## config.mk

```make
export PLATFORM = sky130hd
export DESIGN_NAME = abc_clock_select
export DESIGN_NICKNAME = d
export VERILOG_FILES = /design/src/logic/abc_pkg.sv /design/src/logic/abc_rate_accum.sv /design/src/logic/abc_clock_select.sv
export SDC_FILE = /design/constraint.sdc
export NUM_CORES = 1
export LEC_CHECK = 0
export ABC_AREA = 1
export BUFFER_PORTS_ARGS = -buffer_cell sky130_fd_sc_hd__buf_2
export CAP_MARGIN = 10
export CORE_MARGIN = 2
export CORE_UTILIZATION = 31
export CTS_CLUSTER_DIAMETER = 60
export DETAILED_ROUTE_END_ITERATION = 12
export HOLD_SLACK_MARGIN = 0.06
export PLACE_DENSITY_LB_ADDON = 0.08
export SLEW_MARGIN = 20
export SYNTH_ARGS = -nofsm -noshare
export SYNTH_HDL_FRONTEND = slang
export SYNTH_SLANG_ARGS = --single-unit
```

## constraint.sdc

```tcl
create_clock -name clk -period 4.5 [get_ports clk]
set_clock_uncertainty 0.1 [all_clocks]
set_input_delay 1.35 -clock clk [delete_from_list [all_inputs] [get_ports clk]]
set_output_delay 1.35 -clock clk [all_outputs]
set_load 0.02 [all_outputs]
```

## src/logic/abc_pkg.sv

```systemverilog
// Shared constants, codes and register layouts of the baud clock selector
package abc_pkg;

    // ----------------------------------------------------------------
    // Register offsets (byte addresses on the bus)
    // ----------------------------------------------------------------
    localparam logic [3:0] OFS_EXT_MODE = 4'h0;
    localparam logic [3:0] OFS_CONTROL = 4'h4;
    localparam logic [3:0] OFS_BAUD = 4'h8;
    localparam logic [3:0] OFS_STATUS = 4'hc;

    // ----------------------------------------------------------------
    // Reset values
    // ----------------------------------------------------------------
    localparam logic [7:0] EXT_MODE_RESET = 8'h00;
    localparam logic [7:0] CONTROL_RESET = 8'h00;
    localparam logic [7:0] BAUD_RESET = 8'hff;

    // ----------------------------------------------------------------
    // Status register field positions
    // ----------------------------------------------------------------
    localparam int ST_AVG_BIT = 0;
    localparam int ST_EXT_BIT = 1;
    localparam int ST_PROHIB_BIT = 2;
    localparam int ST_RXBUSY_BIT = 3;
    localparam int ST_SAMPLE_BIT = 4;
    localparam int ST_MULT_LSB = 8;

    // ----------------------------------------------------------------
    // Clock source codes and basic clock multiples
    // ----------------------------------------------------------------
    typedef enum logic [2:0] {
        SRC_EXTERNAL = 3'h0,
        SRC_AVG_115K_P10 = 3'h1,
        SRC_AVG_460K_P10 = 3'h2,
        SRC_AVG_720K_P32 = 3'h3,
        SRC_PROHIBITED = 3'h4,
        SRC_AVG_115K_P16 = 3'h5,
        SRC_AVG_460K_P16 = 3'h6,
        SRC_AVG_720K_P16 = 3'h7
    } abc_src_t;

    localparam int MULT_16 = 16;
    localparam int MULT_8 = 8;
    localparam int MULT_SMART = 372;

    // ----------------------------------------------------------------
    // Average rates (bit/s) and the peripheral clocks they assume (Hz)
    // ----------------------------------------------------------------
    localparam int RATE_115152 = 115152;
    localparam int RATE_460606 = 460606;
    localparam int RATE_720000 = 720000;
    localparam int RATE_115196 = 115196;
    localparam int RATE_460784 = 460784;
    localparam int PCLK_10667_HZ = 10667000;
    localparam int PCLK_16_HZ = 16000000;
    localparam int PCLK_32_HZ = 32000000;

    // ----------------------------------------------------------------
    // Register layouts and the bus request bundle
    // ----------------------------------------------------------------
    typedef struct packed {
        logic reserved7;
        logic [2:0] reservedRo;
        logic basicClockMultipleSel;
        abc_src_t clockSourceSel;
    } abc_ext_mode_t;

    typedef struct packed {
        logic [1:0] spareHi;
        logic [1:0] divExp;
        logic spareLo;
        logic smartCard;
        logic clockEnableHi;
        logic asyncMode;
    } abc_control_t;

    typedef struct packed {
        logic cyc;
        logic stb;
        logic we;
        logic [3:0] adr;
        logic [3:0] sel;
        logic [31:0] dat;
    } abc_wb_req_t;

endpackage

```

## src/logic/abc_rate_accum.sv

```systemverilog
// Fractional pulse generator: on average num pulses every den clocks
`timescale 1ns/1ps
`default_nettype none
module abc_rate_accum #(
    parameter int ACC_W = 26
) (
    input wire logic clk,
    input wire logic rst_b,
    input wire logic enable,
    input wire logic clear,
    input wire logic [ACC_W-1:0] num,
    input wire logic [ACC_W-1:0] den,
    output logic tick
);
    logic [ACC_W:0] acc;
    logic [ACC_W:0] next_acc;
    logic next_tick;
    logic [ACC_W:0] sum;

    always_comb begin
        sum = acc + {1'b0, num};
        next_acc = acc;
        next_tick = 1'b0;
        if (clear || !enable) begin
            next_acc = '0;
        end else if (sum >= {1'b0, den}) begin
            // Spacing varies by one clock so the mean rate is exact
            next_acc = sum - {1'b0, den};
            next_tick = 1'b1;
        end else begin
            next_acc = sum;
        end
    end

    always_ff @(posedge clk or negedge rst_b) begin
        if (!rst_b) begin
            acc <= '0;
            tick <= 1'b0;
        end else begin
            acc <= next_acc;
            tick <= next_tick;
        end
    end
endmodule
`default_nettype wire

```

## src/logic/abc_clock_select.sv

```systemverilog
// Basic clock source selection, rate generation and receive bit sampling
//
// Function
// - Extended mode bit 7 is reserved, always reads 0, software writes 0.
// - Extended mode bits 6 to 4 read zero and ignore writes.
// - Async basic clock select: 0 gives 16x rate, 1 gives 8x rate.
// - Source select code acts only in async mode with clock enable high.
// - Average-rate codes fix the multiple themselves, ignoring basic select.
// - Code 000 selects the external clock; code 100 is prohibited.
// - 001: 115.152 kbps 16x; 010: 460.606 kbps 8x at 10.667 MHz.
// - 011: 720 kbps average at 32 MHz with 16x basic clock.
// - 101: 115.196 kbps, 110: 460.784 kbps, both 16x at 16 MHz.
// - 111: 720 kbps average at 16 MHz with 8x basic clock.
// - Smart card, 372 clocks per bit: fastest with exponent 0, count 0.
// - Receiver latches each bit on basic pulse halfMult of the bit (the eighth at 16x, fourth at 8x), mid bit.
`timescale 1ns/1ps
`default_nettype none
module abc_clock_select
    import abc_pkg::*;
#(
    parameter int ACC_W = 26,
    parameter int FRAME_BITS = 10
) (
    input wire logic clk,
    input wire logic rst_b,
    input wire logic wbCyc,
    input wire logic wbStb,
    input wire logic wbWe,
    input wire logic [3:0] wbAdr,
    input wire logic [3:0] wbSel,
    input wire logic [31:0] wbDatIn,
    output logic [31:0] wbDatOut,
    output logic wbAck,
    input wire logic extClk,
    input wire logic rxLine,
    output logic basicTick,
    output logic [8:0] multiple,
    output logic avgActive,
    output logic sampleStrobe,
    output logic sampleBit
);
    import abc_pkg::*;

    // ----------------------------------------------------------------
    // Bus slave and registers
    // ----------------------------------------------------------------
    abc_wb_req_t req;
    abc_ext_mode_t extMode;
    abc_ext_mode_t next_extMode;
    abc_control_t ctrl;
    abc_control_t next_ctrl;
    logic [7:0] baudCount;
    logic [7:0] next_baudCount;
    logic next_wbAck;
    logic [31:0] next_wbDatOut;
    logic [31:0] statusWord;
    logic prohibited;
    logic useExt;
    logic rxBusy;

    assign req = '{cyc: wbCyc, stb: wbStb, we: wbWe, adr: wbAdr,
                   sel: wbSel, dat: wbDatIn};

    always_comb begin
        statusWord = '0;
        statusWord[ST_AVG_BIT] = avgActive;
        statusWord[ST_EXT_BIT] = useExt;
        statusWord[ST_PROHIB_BIT] = prohibited;
        statusWord[ST_RXBUSY_BIT] = rxBusy;
        statusWord[ST_SAMPLE_BIT] = sampleBit;
        statusWord[ST_MULT_LSB +: 9] = multiple;
    end

    always_comb begin
        next_extMode = extMode;
        next_ctrl = ctrl;
        next_baudCount = baudCount;
        // Ack follows a request by one cycle and drops right after
        next_wbAck = req.cyc && req.stb && !wbAck;
        next_wbDatOut = '0;
        if (req.cyc && req.stb && !wbAck) begin
            case (req.adr)
                OFS_EXT_MODE: begin
                    next_wbDatOut = {24'h000000, 4'h0,
                                     extMode.basicClockMultipleSel,
                                     extMode.clockSourceSel};
                end
                OFS_CONTROL: next_wbDatOut = {24'h000000, ctrl};
                OFS_BAUD: next_wbDatOut = {24'h000000, baudCount};
                OFS_STATUS: next_wbDatOut = statusWord;
                default: next_wbDatOut = '0;
            endcase
        end
        // A write lands on the edge where the master sees ack
        if (req.cyc && req.stb && wbAck && req.we && req.sel[0]) begin
            case (req.adr)
                OFS_EXT_MODE: begin
                    next_extMode.reserved7 = 1'b0;
                    next_extMode.reservedRo = 3'h0;
                    next_extMode.basicClockMultipleSel = req.dat[3];
                    next_extMode.clockSourceSel = abc_src_t'(req.dat[2:0]);
                end
                OFS_CONTROL: next_ctrl = abc_control_t'(req.dat[7:0]);
                OFS_BAUD: next_baudCount = req.dat[7:0];
                default: next_baudCount = baudCount;
            endcase
        end
    end

    always_ff @(posedge clk or negedge rst_b) begin
        if (!rst_b) begin
            extMode <= abc_ext_mode_t'(EXT_MODE_RESET);
            ctrl <= abc_control_t'(CONTROL_RESET);
            baudCount <= BAUD_RESET;
            wbAck <= 1'b0;
            wbDatOut <= '0;
        end else begin
            extMode <= next_extMode;
            ctrl <= next_ctrl;
            baudCount <= next_baudCount;
            wbAck <= next_wbAck;
            wbDatOut <= next_wbDatOut;
        end
    end

    // ----------------------------------------------------------------
    // Source selection and basic clock generation
    // ----------------------------------------------------------------
    logic srcActive;
    logic avgSel;
    logic [ACC_W-1:0] num;
    logic [ACC_W-1:0] den;
    logic [8:0] selMult;
    logic [ACC_W-1:0] internalPeriod;
    logic [2:0] shiftAmt;
    logic accTick;
    logic accClear;
    logic [15:0] selKey;
    logic [15:0] next_selKey;
    logic extPrev;
    logic next_extPrev;
    logic next_basicTick;
    logic [8:0] next_multiple;
    logic next_avgActive;

    // Code only counts in async mode with clock enable high
    assign srcActive = ctrl.asyncMode && ctrl.clockEnableHi
                       && !ctrl.smartCard;
    assign prohibited = srcActive
                        && extMode.clockSourceSel == SRC_PROHIBITED;
    assign useExt = !ctrl.smartCard && ctrl.clockEnableHi
                    && (!ctrl.asyncMode
                        || extMode.clockSourceSel == SRC_EXTERNAL);
    assign avgSel = srcActive && !prohibited && !useExt;
    assign shiftAmt = {ctrl.divExp, 1'b1};

    // Tick period of the on-chip divider is (count + 1) * 2^(2n+1) clocks
    assign internalPeriod = (ACC_W'(baudCount) + ACC_W'(1)) << shiftAmt;

    always_comb begin
        num = ACC_W'(1);
        den = internalPeriod;
        // Basic select only matters while no average code is active
        selMult = extMode.basicClockMultipleSel ? 9'(MULT_8)
                                                : 9'(MULT_16);
        if (ctrl.smartCard) begin
            // Count 0, exponent 0 gives two clocks per pulse, the fastest
            selMult = 9'(MULT_SMART);
        end else if (avgSel) begin
            // Each pair is pulses per clock assuming the matching clock
            case (extMode.clockSourceSel)
                SRC_AVG_115K_P10: begin
                    num = ACC_W'(MULT_16 * RATE_115152);
                    den = ACC_W'(PCLK_10667_HZ);
                    selMult = 9'(MULT_16);
                end
                SRC_AVG_460K_P10: begin
                    num = ACC_W'(MULT_8 * RATE_460606);
                    den = ACC_W'(PCLK_10667_HZ);
                    selMult = 9'(MULT_8);
                end
                SRC_AVG_720K_P32: begin
                    num = ACC_W'(MULT_16 * RATE_720000);
                    den = ACC_W'(PCLK_32_HZ);
                    selMult = 9'(MULT_16);
                end
                SRC_AVG_115K_P16: begin
                    num = ACC_W'(MULT_16 * RATE_115196);
                    den = ACC_W'(PCLK_16_HZ);
                    selMult = 9'(MULT_16);
                end
                SRC_AVG_460K_P16: begin
                    num = ACC_W'(MULT_16 * RATE_460784);
                    den = ACC_W'(PCLK_16_HZ);
                    selMult = 9'(MULT_16);
                end
                SRC_AVG_720K_P16: begin
                    num = ACC_W'(MULT_8 * RATE_720000);
                    den = ACC_W'(PCLK_16_HZ);
                    selMult = 9'(MULT_8);
                end
                default: begin
                    num = ACC_W'(1);
                    den = internalPeriod;
                end
            endcase
        end
    end

    // Restart the accumulator whenever the selection changes, so a stale
    // remainder cannot burst pulses against a smaller divisor
    assign next_selKey = {ctrl.smartCard, ctrl.asyncMode, ctrl.clockEnableHi,
                          ctrl.divExp, baudCount, extMode.clockSourceSel};
    assign accClear = next_selKey != selKey;

    // The mean of unevenly spaced pulses matches the selected rate
    abc_rate_accum #(
        .ACC_W(ACC_W)
    ) rateGen (
        .clk(clk),
        .rst_b(rst_b),
        .enable(!useExt && !prohibited),
        .clear(accClear),
        .num(num),
        .den(den),
        .tick(accTick)
    );

    always_comb begin
        next_extPrev = extClk;
        next_multiple = selMult;
        next_avgActive = avgSel;
        if (prohibited) begin
            next_basicTick = 1'b0;
        end else if (useExt) begin
            next_basicTick = extClk && !extPrev;
        end else begin
            next_basicTick = accTick;
        end
    end

    always_ff @(posedge clk or negedge rst_b) begin
        if (!rst_b) begin
            selKey <= '0;
            extPrev <= 1'b0;
            basicTick <= 1'b0;
            multiple <= 9'(MULT_16);
            avgActive <= 1'b0;
        end else begin
            selKey <= next_selKey;
            extPrev <= next_extPrev;
            basicTick <= next_basicTick;
            multiple <= next_multiple;
            avgActive <= next_avgActive;
        end
    end

    // ----------------------------------------------------------------
    // Receive sampling at mid bit
    // ----------------------------------------------------------------
    typedef enum logic [1:0] {RX_IDLE, RX_START, RX_BITS} abc_rx_state_t;

    abc_rx_state_t rxState;
    abc_rx_state_t next_rxState;
    logic [8:0] tickCnt;
    logic [8:0] next_tickCnt;
    logic [3:0] bitCnt;
    logic [3:0] next_bitCnt;
    logic next_sampleStrobe;
    logic next_sampleBit;
    logic [8:0] halfMult;

    assign halfMult = multiple >> 1;
    assign rxBusy = rxState != RX_IDLE;

    always_comb begin
        next_rxState = rxState;
        next_tickCnt = tickCnt;
        next_bitCnt = bitCnt;
        next_sampleStrobe = 1'b0;
        next_sampleBit = sampleBit;
        case (rxState)
            RX_IDLE: begin
                if (basicTick && !rxLine) begin
                    next_rxState = RX_START;
                    next_tickCnt = '0;
                    next_bitCnt = '0;
                end
            end
            RX_START: begin
                if (basicTick) begin
                    next_tickCnt = tickCnt + 9'h001;
                    // Pulse number halfMult after the edge lands mid start bit
                    if (tickCnt + 9'h001 == halfMult) begin
                        next_sampleStrobe = 1'b1;
                        next_sampleBit = rxLine;
                        next_tickCnt = '0;
                        next_bitCnt = 4'h1;
                        // A start bit gone high again was only a glitch
                        next_rxState = rxLine ? RX_IDLE : RX_BITS;
                    end
                end
            end
            RX_BITS: begin
                if (basicTick) begin
                    next_tickCnt = tickCnt + 9'h001;
                    if (tickCnt + 9'h001 == multiple) begin
                        next_sampleStrobe = 1'b1;
                        next_sampleBit = rxLine;
                        next_tickCnt = '0;
                        next_bitCnt = bitCnt + 4'h1;
                        if (bitCnt + 4'h1 == 4'(FRAME_BITS)) begin
                            next_rxState = RX_IDLE;
                        end
                    end
                end
            end
            default: next_rxState = RX_IDLE;
        endcase
    end

    always_ff @(posedge clk or negedge rst_b) begin
        if (!rst_b) begin
            rxState <= RX_IDLE;
            tickCnt <= '0;
            bitCnt <= '0;
            sampleStrobe <= 1'b0;
            sampleBit <= 1'b1;
        end else begin
            rxState <= next_rxState;
            tickCnt <= next_tickCnt;
            bitCnt <= next_bitCnt;
            sampleStrobe <= next_sampleStrobe;
            sampleBit <= next_sampleBit;
        end
    end
endmodule
`default_nettype wire

```

==> key figures <==
Worst setup path
  • Worst path required time: around 4.7 ns
  • Cells on worst reg2reg path: 25
  • Crit path capture type: register
  • Crit Path Max Fanout: 17
  • Worst Path Arrival: 4.42 ns
  • Setup crit start: extMode[1]$_DFFE_PN0P_
  • R2R Path End: rateGen.acc[4]$_DFF_PN0_
  • Worst setup path end: rateGen.acc[4]$_DFF_PN0_
  • Setup CP Type: reg2reg
  • R2r setup slk: between 0.2 and 0.3 ns
  • Element type at the critical path start: register
  • Worst r2r src: extMode[1]$_DFFE_PN0P_

Yosys
  • EDFF count, synth: 0
  • Syn Std Cell Area: 0.00764 mm²
  • Synthesized netlist cell count: ~1100
  • Post-synthesis async set-or-reset flop share: 100%
  • Sequential area share after synthesis: 32.2%
  • Synthesized flop and latch total: between 90 and 100
  • Post-synth cell types: 50
  • Warnings, synthesis: 0
  • Most used flip-flop cell after synthesis: dfrtp_1
  • Syn Area/Cell: ~7.2 µm²

Power
  • Overall power: 5.34 mW
  • Switching share of power: 45.7%
  • Pwr Density: 549 mW/mm²
  • Clock share of power: between 10% and 20%
  • Leak: 4.82 nW
  • Internal power: roughly 2.9 mW
  • Maximum VDD drop: 0.220 mV
  • Net switching power figure: 2.44 mW
  • Combinational Power Share: 63.3%
  • Sequential share of power: 22.0%

Global route
  • Total track usage: 17.4%
  • Pin count of the biggest net entering global routing: 59
  • Gr ovfl total: 0
  • First-pass GRT wire length: around 36000 µm
  • Initial antenna violation count: 1
  • Vias in the first global route: 6970

Placement
  • Dpl hpwl: 17300 µm
  • Placed inst area: 0.00879 mm²
  • Buffers on Ports: 44
  • Placer congestion estimate: 0.823
  • Pre-CTS WS: -0.0539 ns
  • DP Cell Count: 1493

Final layout
  • Fin cells: roughly 1500
  • Area growth from synthesis to layout: 27.2%
  • Final instance area: 0.00972 mm²
  • Commonest cells after routing, fill and taps aside: nand2_1, inv_1, nor2_1
  • Diodes inserted: 0
  • Most common cell after layout, fill and taps aside: nand2_1
  • Fin nets: 1293
  • Fin util: between 40 and 50%
  • Layout cell share with drive strength beyond 1: ~24%

Timing
  • Fin. max-slew vios: 0
  • Setup TNS: 0 ns
  • Final Hold Fails: 0
  • WHS: 0.347 ns
  • Max Freq: about 0.24 GHz
  • Worst slew margin: roughly half
  • Final setup margin: 0.270 ns
  • Final setup violation count: 0
  • Min cycle time layout: 4.23 ns
  • Fin crit share: 94.0%
  • Slew at the pin closest to its max-slew limit: 0.740 ns
  • RSZ-0062 raised after global routing: yes

Clock tree
  • Clock net sink count: 98
  • Root buf cell: clkbuf_16
  • Worst skew pair latency: 0.36 ns
  • CTS tree: done
  • CTS clk-pin slew, worst paths: 0.08 ns
  • H-tree Lvls: 3
  • CTS Buf Count: 9
  • Clock Tree Buf Depth: 2

Die
  • Boundary pin count: 93
  • Initial core utilization: 31.5%
  • Chip Height: 161 µm
  • CORE AREA: 0.0242 mm²
  • Site Rows: between 50 and 60
  • Die width: about 160 µm
  • Die ar.: 0.0259 mm²

Routing
  • Routed wire length: 21700 µm
  • Iter 0 DRT Violations: 324
  • Avg WL per Cell: 14.3 µm
  • First-pass DRT Iterations: 5
  • Via/cell ratio: between 4 and 5
  • Vias: 6912
  • DRC: 0
  • Final ANT Viol Nets: 0

Status
  • Status: finished clean

Run
  • Max-cap viol count: 0

Worst hold path
  • Worst Hold Class: reg2reg
[Yosys cell counts, types with 5 or more instances]
library cell | n | share of area, %
nand3b_1 | 5 | 0.49
buf_6 | 5 | 0.74
clkbuf_1 | 8 | 0.39
dfrtp_1 | 88 | 29
o22ai_1 | 5 | 0.41
ha_1 | 55 | 9.0
nor3_1 | 21 | 1.4
buf_4 | 29 | 2.8
nand2_2 | 7 | 0.57
a221oi_1 | 10 | 1.1
a21oi_1 | 66 | 4.3
nand4_1 | 13 | 1.1
nand2_1 | 236 | 12
inv_1 | 130 | 6.4
xor2_1 | 44 | 5.0
o21ai_0 | 61 | 4.0
nor2_1 | 115 | 5.6
nand3_1 | 53 | 3.5
o21ai_1 | 10 | 0.65
nand3_2 | 7 | 0.92
dfstp_2 | 10 | 3.4
xnor2_1 | 23 | 2.6
a31oi_1 | 6 | 0.49
o31ai_1 | 6 | 0.59
[worst min path at each step]
stage,start,end,cells past startpoint
2_1_floorplan,ctrl[5]$_DFFE_PN0P_,selKey[12]$_DFF_PN0_,0
3_5_place_dp,baudCount[1]$_DFFE_PN1P_,selKey[4]$_DFF_PN0_,0
3_3_place_gp,baudCount[1]$_DFFE_PN1P_,selKey[4]$_DFF_PN0_,0
5_1_grt,baudCount[1]$_DFFE_PN1P_,selKey[4]$_DFF_PN0_,0
6_report,baudCount[1]$_DFFE_PN1P_,selKey[4]$_DFF_PN0_,0
4_1_cts,baudCount[1]$_DFFE_PN1P_,selKey[4]$_DFF_PN0_,0
[registers in the layout, summed over array words and instances (netlist names), 3 cells and up]
register,flops
rateGen.acc,27
selKey,15
wbDatOut,11
tickCnt,9
baudCount,8
ctrl,8
bitCnt,4
extMode,4
multiple,3
[logic make-up after synthesis]
logic type	count (synthesis)	share of synthesized area (%)
compound gates	184	13.7
flops	98	32.2
simple gates	471	26.4
buf+inv	178	10.7
other cells	1	0.0491
fa+ha+maj	55	9.00
xor+xnor	68	7.89
[metal layers]
layer | vias to the layer above | global-route usage (%) | share of wire, %
li1 | 3684 | - | -
met1 | 3124 | 24.2 | 50
met2 | 89 | 28.6 | 46
met3 | 15 | 1.87 | 2.9
met4 | 0 | 5.03 | 1.4
met5 | - | 0 | 0
[power by group through the flow]
stage | Sequential (mW) | Combinational [mW] | Clock, mW
2_1_floorplan | 1.15 | 2.13 | 0
3_3_place_gp | 1.18 | 3.02 | 0
3_5_place_dp | 1.18 | 3.02 | 0
4_1_cts | 1.16 | 3.11 | 0.808
5_1_grt | 1.20 | 3.86 | 0.843
6_report | 1.18 | 3.38 | 0.782
[timing repair]
action | in CTS | in global routing
setup endpoints to repair | 23 | 27
hold buffers | 0 | 0
gates resized for setup | 15 | 105
pin swaps | 2 | 24
gates cloned | 1 | 0
setup buffers | 0 | 10
[worst max-delay path, stage by stage (launching register included)]
cell	delay (ns)
dfrtp_1	0.39
buf_4	0.18
ha_4	0.19
o21ai_1	0.21
a21oi_1	0.12
ha_1	0.35
nand2_1	0.14
o21ai_0	0.32
a21oi_2	0.10
xnor2_2	0.16
ha_1	0.30
nand2_1	0.09
nor2_2	0.13
nand2_1	0.07
o211a_1	0.14
a21oi_2	0.16
nand4_1	0.13
nand3_2	0.10
nand2_2	0.07
nand2_2	0.09
nand2_4	0.06
nand2_4	0.12
buf_12	0.12
buf_16	0.14
o21ai_1	0.06
nor2_1	0.10
[final cells by class]
type / count / area (µm²)
fill: 2596 / 14500
clock inverter: 7 / 67.6
timing repair buffer: 148 / 1100
tap: 324 / 405
inverter: 135 / 510
sequential: 98 / 2460
clock buffer: 9 / 225
multi-input combinational: 799 / 4950
Power figures use the tool's default switching activity.
